<file path="config.mk">
export PLATFORM = sky130hd
export DESIGN_NAME = input_ref_revalidation
export DESIGN_NICKNAME = d
export VERILOG_FILES = /design/src/requal_pkg.sv /design/src/requal_if.sv /design/src/input_ref_revalidation.sv /design/src/requal_channel.sv
export SDC_FILE = /design/constraint.sdc
export NUM_CORES = 1
export LEC_CHECK = 0
export ABC_CLOCK_PERIOD_IN_PS = 2200
export BUFFER_PORTS_ARGS = -buffer_cell sky130_fd_sc_hd__clkbuf_2
export CORE_MARGIN = 2
export CORE_UTILIZATION = 45
export CTS_CLUSTER_SIZE = 30
export DETAILED_ROUTE_END_ITERATION = 6
export PLACE_DENSITY = 0.77
export SYNTH_ARGS = -nofsm -noshare
export SYNTH_HDL_FRONTEND = slang
export SYNTH_SLANG_ARGS = --single-unit
</file>
<file path="constraint.sdc">
create_clock -name clk -period 2.2 [get_ports clk]
set_input_delay 0.11 -clock clk [delete_from_list [all_inputs] [get_ports clk]]
set_output_delay 0.11 -clock clk [all_outputs]
set_load 0.02 [all_outputs]
</file>
<file path="src/requal_pkg.sv">
/*
 * Constants for the reference requalification block: register offsets,
 * field positions, reset values and the requalification count tables.
 * Assumes a 32-bit register port with word-aligned byte offsets.
 */
package requal_pkg;

  // ****************************************************************
  // Register offsets (byte addresses)
  // ****************************************************************
  localparam int         ADDR_W      = 8;
  localparam logic [7:0] OFS_CTRL    = 8'h00;
  localparam logic [7:0] OFS_STATUS  = 8'h04;
  localparam logic [7:0] OFS_MASK    = 8'h08;
  localparam logic [7:0] OFS_LIVE    = 8'h0c;

  // ****************************************************************
  // Control register fields
  // ****************************************************************
  localparam int CTRL_SEL_LSB   = 0;  // requal_count_sel, two bits
  localparam int CTRL_PRESCALE  = 2;  // requal_prescale_en
  localparam int CTRL_PD0       = 3;  // input0_powerdown
  localparam int CTRL_PD1       = 4;  // input1_powerdown
  localparam int CTRL_MASK_LOR  = 5;  // ref_loss_mask
  localparam int CTRL_REF_SEL   = 6;  // selected reference input
  localparam int CTRL_W         = 7;

  localparam logic [1:0] SEL_RESET      = 2'h2;  // 32 periods
  localparam logic       PRESCALE_RESET = 1'h0;  // divide-by-one
  localparam logic       PD_RESET       = 1'h0;  // powered and enabled
  localparam logic       MASK_LOR_RESET = 1'h0;  // not blocked
  localparam logic       REF_SEL_RESET  = 1'h0;

  // ****************************************************************
  // Status / mask fields (sticky, write one to clear)
  // ****************************************************************
  localparam int ST_LOS_LSB   = 0;  // loss event, one bit per input
  localparam int ST_REQ_LSB   = 2;  // requalified, one bit per input
  localparam int ST_LOL       = 4;  // loss-of-lock seen
  localparam int ST_W         = 5;

  // Live register fields
  localparam int LV_LOS_LSB   = 0;
  localparam int LV_LOL       = 2;
  localparam int LV_CNT0_LSB  = 3;
  localparam int LV_CNT1_LSB  = 12;

  // ****************************************************************
  // Requalification count tables, indexed by requal_count_sel
  // ****************************************************************
  localparam int CNT_W = 9;
  localparam logic [3:0][CNT_W-1:0] REQ_CNT_DIV1 =
    {9'h040, 9'h020, 9'h010, 9'h002};
  localparam logic [3:0][CNT_W-1:0] REQ_CNT_DIV4 =
    {9'h100, 9'h080, 9'h040, 9'h008};

endpackage

</file>
<file path="src/requal_if.sv">
/*
 * Signals between the control logic and one requalification channel.
 * Assumes all signals are synchronous to the block clock.
 */
`timescale 1ns/1ps
`default_nettype none
interface requal_if #(
  parameter int CW = 9
);
  logic          los_event;
  logic          period_valid;
  logic          period_missing;
  logic          powerdown;
  logic [CW-1:0] load_val;
  logic          los;
  logic [CW-1:0] cnt;
  logic          done;

  modport chan (input los_event, period_valid, period_missing, powerdown,
                load_val, output los, cnt, done);
  modport ctrl (output los_event, period_valid, period_missing, powerdown,
                load_val, input los, cnt, done);
endinterface
`default_nettype wire

</file>
<file path="src/input_ref_revalidation.sv">
/*
 * Reference input requalification and loss-of-reference gating, with
 * a small register file, sticky status, mask and interrupt.
 * Assumes activity-monitor pulses and PLL lock status synchronous to clk.
 */
// Our own choices: the address-and-strobe port and the placing of the registers.
// Functional notes
// - Loss event loads counter from count setting
// - Each gapless valid period decrements by one
// - One missing period reloads and restarts count
// - Counter reaching zero clears the loss flag
// - Count in input periods, default 32
// - Undivided table: 2, 16, 32, 64 periods
// - Prescaled table: 8, 64, 128, 256 periods
// - Unmasked: lol or selected-input loss asserts
// - Masked: only true PLL lol asserts
// - Mask also keeps reference loss off lock
// - Per-input powerdown bit, default powered
`timescale 1ns/1ps
`default_nettype none
module input_ref_revalidation
  import requal_pkg::*;
#(
  parameter int N_IN = 2
)(
  input  wire logic              clk,
  input  wire logic              rst,
  input  wire logic [ADDR_W-1:0] reg_addr,
  input  wire logic [31:0]       reg_wdata,
  input  wire logic              reg_wr,
  input  wire logic              reg_rd,
  output logic      [31:0]       reg_rdata,
  input  wire logic [N_IN-1:0]   los_event,
  input  wire logic [N_IN-1:0]   period_valid,
  input  wire logic [N_IN-1:0]   period_missing,
  input  wire logic              pll_lol,
  output logic                   input0_powerdown,
  output logic                   input1_powerdown,
  output logic                   pll1_lol_sticky_n,
  output logic                   pll1_lol_live_n,
  output logic                   lock,
  output logic                   irq
);

  // Two inputs are wired to named pins and packed register fields
  if (N_IN != 2) begin : g_bad_inputs
    $error("N_IN must be 2");
  end

  // ****************************************************************
  // State
  // ****************************************************************
  typedef struct packed {
    logic [1:0]      count_sel;
    logic            prescale_en;
    logic [N_IN-1:0] powerdown;
    logic            loss_mask;
    logic            ref_sel;
    logic [ST_W-1:0] status;
    logic [ST_W-1:0] irq_mask;
    logic [31:0]     rdata;
    logic            live_n;
    logic            lock;
  } top_state_t;

  top_state_t st;
  top_state_t next_st;

  logic [CNT_W-1:0] load_val;
  logic [N_IN-1:0]  los_flag;
  logic [N_IN-1:0]  req_done;
  logic [CNT_W-1:0] cnt_q [N_IN];
  logic             ref_fail;
  logic             lol_now;
  logic [ST_W-1:0]  events;
  logic [ST_W-1:0]  w1c;
  logic [31:0]      rd_val;

  // ****************************************************************
  // Count table
  // ****************************************************************
  // Prescale picks the second table instead of dividing the edges,
  // so both tables are exact period counts at the counter input.
  always_comb begin
    if (st.prescale_en) begin
      load_val = REQ_CNT_DIV4[st.count_sel];
    end else begin
      load_val = REQ_CNT_DIV1[st.count_sel];
    end
  end

  // ****************************************************************
  // Requalification channels
  // ****************************************************************
  // Every input gets its own counter and flag from one shared setting
  for (genvar i = 0; i < N_IN; i++) begin : g_chan
    requal_if #(.CW(CNT_W)) chan_bus ();

    assign chan_bus.los_event      = los_event[i];
    assign chan_bus.period_valid   = period_valid[i];
    assign chan_bus.period_missing = period_missing[i];
    assign chan_bus.powerdown      = st.powerdown[i];
    assign chan_bus.load_val       = load_val;
    assign los_flag[i]             = chan_bus.los;
    assign cnt_q[i]                = chan_bus.cnt;
    assign req_done[i]             = chan_bus.done;

    requal_channel #(
      .CW (CNT_W)
    ) u_chan (
      .clk (clk),
      .rst (rst),
      .ch  (chan_bus.chan)
    );
  end

  // ****************************************************************
  // Loss-of-reference gating
  // ****************************************************************
  // Only the selected input counts; the standby input may fail quietly
  assign ref_fail = los_flag[st.ref_sel] & ~st.loss_mask;
  assign lol_now  = pll_lol | ref_fail;

  // ****************************************************************
  // Events and register access
  // ****************************************************************
  // Loss events of a powered-down input are not reported
  always_comb begin
    events = '0;
    events[ST_LOS_LSB +: N_IN] = los_event & ~st.powerdown;
    events[ST_REQ_LSB +: N_IN] = req_done;
    events[ST_LOL]             = lol_now;
  end

  always_comb begin
    w1c = '0;
    if (reg_wr && reg_addr == OFS_STATUS) begin
      w1c = reg_wdata[ST_W-1:0];
    end
  end

  // Read mux; unmapped offsets read as zero
  always_comb begin
    rd_val = '0;
    unique case (reg_addr)
      OFS_CTRL: begin
        rd_val[CTRL_SEL_LSB +: 2]  = st.count_sel;
        rd_val[CTRL_PRESCALE]      = st.prescale_en;
        rd_val[CTRL_PD0]           = st.powerdown[0];
        rd_val[CTRL_PD1]           = st.powerdown[1];
        rd_val[CTRL_MASK_LOR]      = st.loss_mask;
        rd_val[CTRL_REF_SEL]       = st.ref_sel;
      end
      OFS_STATUS: begin
        rd_val[ST_W-1:0] = st.status;
      end
      OFS_MASK: begin
        rd_val[ST_W-1:0] = st.irq_mask;
      end
      OFS_LIVE: begin
        rd_val[LV_LOS_LSB +: N_IN]  = los_flag;
        rd_val[LV_LOL]              = ~st.live_n;
        rd_val[LV_CNT0_LSB +: CNT_W] = cnt_q[0];
        rd_val[LV_CNT1_LSB +: CNT_W] = cnt_q[1];
      end
      default: begin
        rd_val = '0;
      end
    endcase
  end

  // ****************************************************************
  // Next state
  // ****************************************************************
  always_comb begin
    next_st = st;
    if (reg_wr && reg_addr == OFS_CTRL) begin
      next_st.count_sel    = reg_wdata[CTRL_SEL_LSB +: 2];
      next_st.prescale_en  = reg_wdata[CTRL_PRESCALE];
      next_st.powerdown[0] = reg_wdata[CTRL_PD0];
      next_st.powerdown[1] = reg_wdata[CTRL_PD1];
      next_st.loss_mask    = reg_wdata[CTRL_MASK_LOR];
      next_st.ref_sel      = reg_wdata[CTRL_REF_SEL];
    end
    if (reg_wr && reg_addr == OFS_MASK) begin
      next_st.irq_mask = reg_wdata[ST_W-1:0];
    end
    // Set wins over clear so an event in the clearing cycle survives
    next_st.status = (st.status & ~w1c) | events;
    // Read data stands only in the cycle after the strobe
    next_st.rdata  = reg_rd ? rd_val : 32'h0000_0000;
    next_st.live_n = ~lol_now;
    next_st.lock   = ~lol_now;
  end

  always_ff @(posedge clk or posedge rst) begin
    if (rst) begin
      st             <= '0;
      st.count_sel   <= SEL_RESET;
      st.prescale_en <= PRESCALE_RESET;
      st.powerdown   <= {N_IN{PD_RESET}};
      st.loss_mask   <= MASK_LOR_RESET;
      st.ref_sel     <= REF_SEL_RESET;
      st.live_n      <= 1'b1;
      st.lock        <= 1'b0;
    end else begin
      st <= next_st;
    end
  end

  // ****************************************************************
  // Outputs
  // ****************************************************************
  assign reg_rdata         = st.rdata;
  assign input0_powerdown  = st.powerdown[0];
  assign input1_powerdown  = st.powerdown[1];
  assign pll1_lol_live_n   = st.live_n;
  assign pll1_lol_sticky_n = ~st.status[ST_LOL];
  assign lock              = st.lock;
  // Level interrupt, held while any unmasked sticky bit stands
  assign irq               = |(st.status & st.irq_mask);
endmodule
`default_nettype wire

</file>
<file path="src/requal_channel.sv">
/*
 * One input's requalification counter and loss-of-signal flag.
 * Assumes one-cycle period pulses from the activity monitor, on clk.
 */
`timescale 1ns/1ps
`default_nettype none
module requal_channel
  import requal_pkg::*;
#(
  parameter int CW = 9
)(
  input  wire logic clk,
  input  wire logic rst,
  requal_if.chan    ch
);

  // The longest prescaled count needs nine bits
  if (CW < 9) begin : g_bad_width
    $error("CW too small for 256 periods");
  end

  typedef struct packed {
    logic          los;
    logic [CW-1:0] cnt;
  } chan_state_t;

  chan_state_t st;
  chan_state_t next_st;

  // ****************************************************************
  // Counter and flag
  // ****************************************************************
  // A powered-down input is parked clear so it never counts stale edges
  always_comb begin
    next_st = st;
    if (ch.powerdown) begin
      next_st.los = 1'b0;
      next_st.cnt = '0;
    end else if (ch.los_event) begin
      next_st.los = 1'b1;
      next_st.cnt = ch.load_val;
    end else if (st.los) begin
      if (ch.period_missing) begin
        next_st.cnt = ch.load_val;
      end else if (ch.period_valid) begin
        if (st.cnt == CW'(1)) begin
          next_st.cnt = '0;
          next_st.los = 1'b0;
        end else begin
          next_st.cnt = st.cnt - CW'(1);
        end
      end
    end
  end

  always_ff @(posedge clk or posedge rst) begin
    if (rst) begin
      st <= '0;
    end else begin
      st <= next_st;
    end
  end

  assign ch.los  = st.los;
  assign ch.cnt  = st.cnt;
  // Pulse in the cycle the counter reaches zero
  assign ch.done = st.los & ~next_st.los & ~ch.powerdown & ~ch.los_event;
endmodule
`default_nettype wire

</file>
## After elaboration in Yosys (flattened, before gate mapping)

Cells that the tools add are included.

- Flip-flop bits (word level): 60
- Latch bits: 0
- RAM bits: 0
- Memory bits (read-only): 0
- Input bits: 51
- Output and inout bits: 38
- Word-level logic and storage cells: 86
- Memories kept: 0

- $add $sub $neg: 2
- $mul: 0
- Div/mod/pow operators: 0
- Order comparisons: 2
- Eq/ne operators: 5
- Shifts and indexed selects: 0
- Multiplexer cells: 28
- Bitwise logic cells: 24
- Reductions and logical operators: 11

Operator list:

| operator | count |
|---|---|
| two-way mux 10 bit | 8 |
| two-way mux 9 bit | 7 |
| binary-select mux 9 bit (select 2 bit) | 2 |
| two-way mux 21 bit | 1 |
| one-hot mux 5 bit (4 select lines) | 1 |
| == test 9 x 1 -> 1 bit (second input constant) | 2 |
| subtractor 9 x 1 -> 9 bit (second input constant) | 2 |
| == test 8 x 4 -> 1 bit (second input constant) | 2 |
| two-way mux 14 bit | 1 |
| bitwise AND 5 bit | 2 |
| NOT 1 bit | 10 |
| == test 8 x 3 -> 1 bit (second input constant) | 1 |
| zero test 8 bit | 1 |
| nonzero test 4 bit | 2 |
| bitwise AND 1 bit | 7 |
| two-way mux 1 bit | 6 |
| nonzero test 3 bit | 2 |
| two-way mux 5 bit | 1 |
| NOT 5 bit | 1 |
| bitwise OR 5 bit | 1 |
| OR reduction 5 bit | 1 |
| one-hot mux 2 bit (2 select lines) | 1 |
| AND reduction 2 bit | 2 |
| logical AND 1 bit | 3 |
| 5 further kinds | 5 |

## Logic depth before layout (Yosys ltp)

- Depth in word-level cells: 12
- Mapped depth: 6
- Gate-level depth less buffers: 6

## Cells and area by module

Synthesis repeated with hierarchy kept, for this count alone.

- Cells, all modules: 312
- Area, all modules: 3295.7 µm²

Modules (own cells, without submodules):

| module | times used | cells an instance | area each (µm²) | sequential area each (µm²) |
|---|---|---|---|---|
| input_ref_revalidation | 1 | 160 | 1934.4 | 1003.5 |
| requal_channel | 2 | 76 | 680.7 | 250.2 |

## Least setup slack after synthesis

Ideal clock, no wire load.

- Path type: register -> register
- Start: register, netlist name input0_powerdown
- End: register g_chan[0].u_chan.st (netlist bit g_chan[0].u_chan.ch.cnt[4])
- Setup time: 0.069 ns
- Arrival: 1.797 ns
- Data required time: 2.131 ns
- Setup slack: 0.334 ns
- Cell stages (with the launch flop): 6
- Path buffers: 1
- Clock period less this slack: 1.866 ns
- Cell sequence: dfrtp_1 > buf_6 > or4b_4 > a211o_4 > or3_1 > nand3_1

- Longest elaborated chain between the ends: 2
- Elaborated cells between the ends (all ways): 4
- Classes of those cells: mux (1); reduce/logical (3)

RTL lines:

| item | RTL line | source |
|---|---|---|
| nonzero test 4 bit (no line) / nonzero test 3 bit (equally long branches) | -- |  |
| AND reduction 2 bit (no line) | -- |  |
| end signal: assignment | requal_channel.sv:60 | `st <= next_st;` |
| end: declaration | requal_channel.sv:27 | `chan_state_t st;` |

Parallel ways exist; a longest one is shown, timed or not.
A chain may end at the register's enable or synchronous reset.

## Worst setup path after layout

- Start: register g_chan[0].u_chan.st (netlist bit g_chan[0].u_chan.ch.cnt[1])
- End: register g_chan[0].u_chan.st (netlist bit g_chan[0].u_chan.ch.cnt[8])

- Longest elaborated chain between the ends: 7
- Elaborated cells between the ends (all ways): 8
- Classes of those cells: add/sub (1); eq/ne (1); mux (6)

RTL lines:

| item | RTL line | source |
|---|---|---|
| subtractor 9 x 1 -> 9 bit / == test 9 x 1 -> 1 bit (equally long branches) | requal_channel.sv:50, requal_channel.sv:46 |  |
| two-way mux 9 bit (*) | requal_channel.sv:46 | `if (st.cnt == CW'(1)) begin` |
| two-way mux 10 bit (*) | requal_channel.sv:45 | `end else if (ch.period_valid) begin` |
| two-way mux 9 bit (*) | requal_channel.sv:43 | `if (ch.period_missing) begin` |
| two-way mux 10 bit (*) | requal_channel.sv:42 | `end else if (st.los) begin` |
| two-way mux 10 bit (*) | requal_channel.sv:39 | `end else if (ch.los_event) begin` |
| two-way mux 10 bit (*) | requal_channel.sv:36 | `if (ch.powerdown) begin` |

Mark *: on every way between the ends. The rest lies on a longest branch, timed or not. The select of a mux whose other input is x is not followed.

==> impl_metrics.py <==
metrics = {
    "finish": {
        "final_nets": 403,
        "area_growth_pct": 14.0,
        "final_area_sq_mm": 0.00363,
        "drive_above_1_share_pct": 30.0,
        "antennaDiodeCount": 0,
    },
    "die": {
        "ios": 89,
        "dieArea_sq_mm": 0.00776,
        "num_rows": 30,
        "dieHeight_um": 88.1,
        "initial_core_util_pct": 46.6,
        "die_w_um": 88.1,
        "core_sq_mm": 0.00683,
    },
    "yosys": {
        "synth-seq-area-share_pct": 47.3,
        "ys_ff_latch": 60,
        "synth_cell_type_count": 50,
        "yosysMostFrequentCell": "dfrtp_1",
        "synthTopCellsByArea": "dfrtp_1 46%, buf_4 7.6%, mux2_2 4.2%",
        "yosys.area.top_type_share_pct": 45.6,
        "synthCells": 303,
        "ys.flop_type": "dfrtp_1",
        "synthTopCellsByCount": "58 x dfrtp_1, 32 x buf_4, 23 x nand2_1",
        "netlist_area_sq_mm": 0.00318,
        "avgSynthCellArea_sq_um": 10.5,
        "synth_edf_count": 0,
        "synthArstFlopShare_pct": 100,
        "synth_top_cell_by_area": "dfrtp_1",
        "ys_warn_count": 0,
    },
    "sta": {
        "fin_setup_tns_ns": 0,
        "slew_headroom_pct": 50.3,
        "rsz0062_at_grt": "false",
        "slew_viol_final": 0,
        "fmax_ghz": 0.492,
        "setup_viol": 0,
        "fin_crit_sh_pct": 92.4,
        "fin_worst_skew_ns": 0.00890,
        "hold_viol": 0,
        "finalCriticalPeriod_ns": 2.03,
        "worst_slew_pin_slew_ns": 0.746,
    },
    "critical_path": {
        "endpoint_kind": "flop",
        "startpoint_type": "flop",
        "arrival_ns": 2.31,
        "cp-startpoint": "g_chan[0].u_chan.ch.cnt[1]$_DFFE_PP0P_",
        "path_max_fanout": 5,
        "reg2reg_from": "g_chan[0].u_chan.ch.cnt[1]$_DFFE_PP0P_",
        "critPathRequiredTime_ns": 2.48,
        "crit_type": "flop to flop",
    },
    "route": {
        "drcViolationCount": 0,
        "drtPass1Iterations": 5,
        "final_antenna_net_count": 0,
        "wire_per_inst_um": 15.1,
        "wl_mm": 6.77,
        "avgViaCountPerCell": 5.41,
        "drtIter0Drc": 240,
        "vias": 2430,
    },
    "global_route": {
        "grt_pass1_wl_mm": 10.7,
        "grt_max_degree": 61,
        "grt_pass1_vias": 2167,
        "gr-usage-all-layers_pct": 18.7,
        "antenna_found_initial": 0,
        "grt_overflow_total": 0,
    },
    "placed_design": {
        "portBuffers": 52,
        "dp_hpwl_mm": 4.79,
        "place_congestion": 0.858,
        "dpl_cell_area_sq_mm": 0.00339,
    },
    "clock_network": {
        "numCtsBuffers": 9,
        "clk_pin_slew_ns": 0.07,
        "cts_setup_buffers": 0,
        "cts_resized": 0,
        "htree_num_levels": 3,
        "clockBufferDepth": 2,
        "clk_latency_ns": 0.34,
        "cts_tree": "built",
        "postCtsHoldBufs": 4,
        "cts_root_buf": "clkbuf_8",
        "clock_sinks": 60,
    },
    "hold_path": {
        "hold_path_class": "primary input to flop",
        "min-delay-start": "reg_wdata[4]",
    },
    "pwr": {
        "p_leak_nw": 1.79,
        "power_density_mw_per_mm2": 715,
        "irDropWorstVdd_uv": 414,
    },
    "status": {
        "status": "finished, final reports clean",
    },
    "job": {
        "drv_cap": 0,
    },
}
metal layers:
| layer | global-route usage, % | share of wire, % | wire length (um) | vias up |
|---|---|---|---|---|
| li1 | - | - | - | 1139 |
| met1 | 25.8 | 43 | 2940 | 1175 |
| met2 | 27.0 | 48 | 3220 | 106 |
| met3 | 6.13 | 7.3 | 497 | 10 |
| met4 | 7.85 | 1.7 | 115 | 0 |
| met5 | 0 | 0 | 0 | - |
per-stage QoR:
stage,hold WS [ns],total power (W),utilization [%],setup slack (ns),std cells
final,0.0292,0.00259,53.1,0.168,449
after global routing,0.0344,0.00272,53.1,0.0826,449
after CTS,0.0209,0.00262,53.1,0.190,449
after detailed placement,0.265,0.00160,49.6,0.218,429
after global placement,0.267,0.00158,49.6,0.264,429
after floorplan,0.159,0.00149,-,0.334,313
where the power goes:
| part | leakage, nW | total [W] | internal, W | switching [W] |
|---|---|---|---|---|
| combinational | 0.898 | 0.000368 | 0.000163 | 0.000205 |
| clock | 0.102 | 0.00101 | 0.000581 | 0.000426 |
| sequential | 0.792 | 0.00122 | 0.00115 | 0.0000658 |
| total | 1.79 | 0.00259 | 0.00190 | 0.000696 |
final timing paths:
check / to / slack (ns) / depth (start not counted)
max in group asynchronous: st[38]$_DFFE_PP0P_ / 1.19 / 4
worst max register to register: g_chan[0].u_chan.ch.cnt[8]$_DFFE_PP0P_ / 0.17 / 6
worst min register to register: st[39]$_DFF_PP0_ / 0.53 / 1
worst min-delay path: input1_powerdown$_DFFE_PP0P_ / 0.03 / 2
min in group asynchronous: g_chan[1].u_chan.ch.cnt[6]$_DFFE_PP0P_ / 0.52 / 4
worst max-delay path: g_chan[0].u_chan.ch.cnt[8]$_DFFE_PP0P_ / 0.17 / 6
final cells by class:
type,instances,area [sq um]
Multi-Input combinational cell,201,1390
Timing Repair Buffer,65,368
Sequential cell,60,1500
Fill cell,630,3200
Clock inverter,4,47.5
Tap cell,96,120
Inverter,11,41.3
Clock buffer,12,155
sequential cells by signal, indices dropped and copies added (netlist names):
name and count:
reg_rdata 21, st 15, lock 1, g_chan.u_chan.ch.cnt 18, input1_powerdown 1, input0_powerdown 1
g_chan.u_chan.ch.los 2, pll1_lol_live_n 1
logic make-up after synthesis:
kind of cell               after synthesis  share of synthesized area [%]
AOI/OAI and AO/OA                       50                           11.2
xor gates and xnor gates                 3                          0.826
adders and majority gates                4                           1.57
buffers and inverters                   52                           10.1
DFF                                     60                           47.3
muxes                                   19                           8.53
other                                    1                          0.118
and+or+nand+nor                        114                           20.4
placed cells by master, fill, tap and decap left out, types with 10 or more instances in the layout:
cell       n
clkbuf_8  11
o21ai_0   13
inv_1     10
a21oi_1   10
nor2_1    19
clkbuf_2  52
dfrtp_1   58
and2_1    15
conb_1    11
nand2_1   23
mux2_2    12
worst max-delay path, stage by stage, from the launching register on:
cell and delay [ns]:
dfrtp_1 0.41, inv_1 0.12, ha_1 0.18, or3b_2 0.51, or4_1 0.53, o22ai_1 0.13, a21o_1 0.11
No activity file was read; power rests on OpenSTA's default activity.
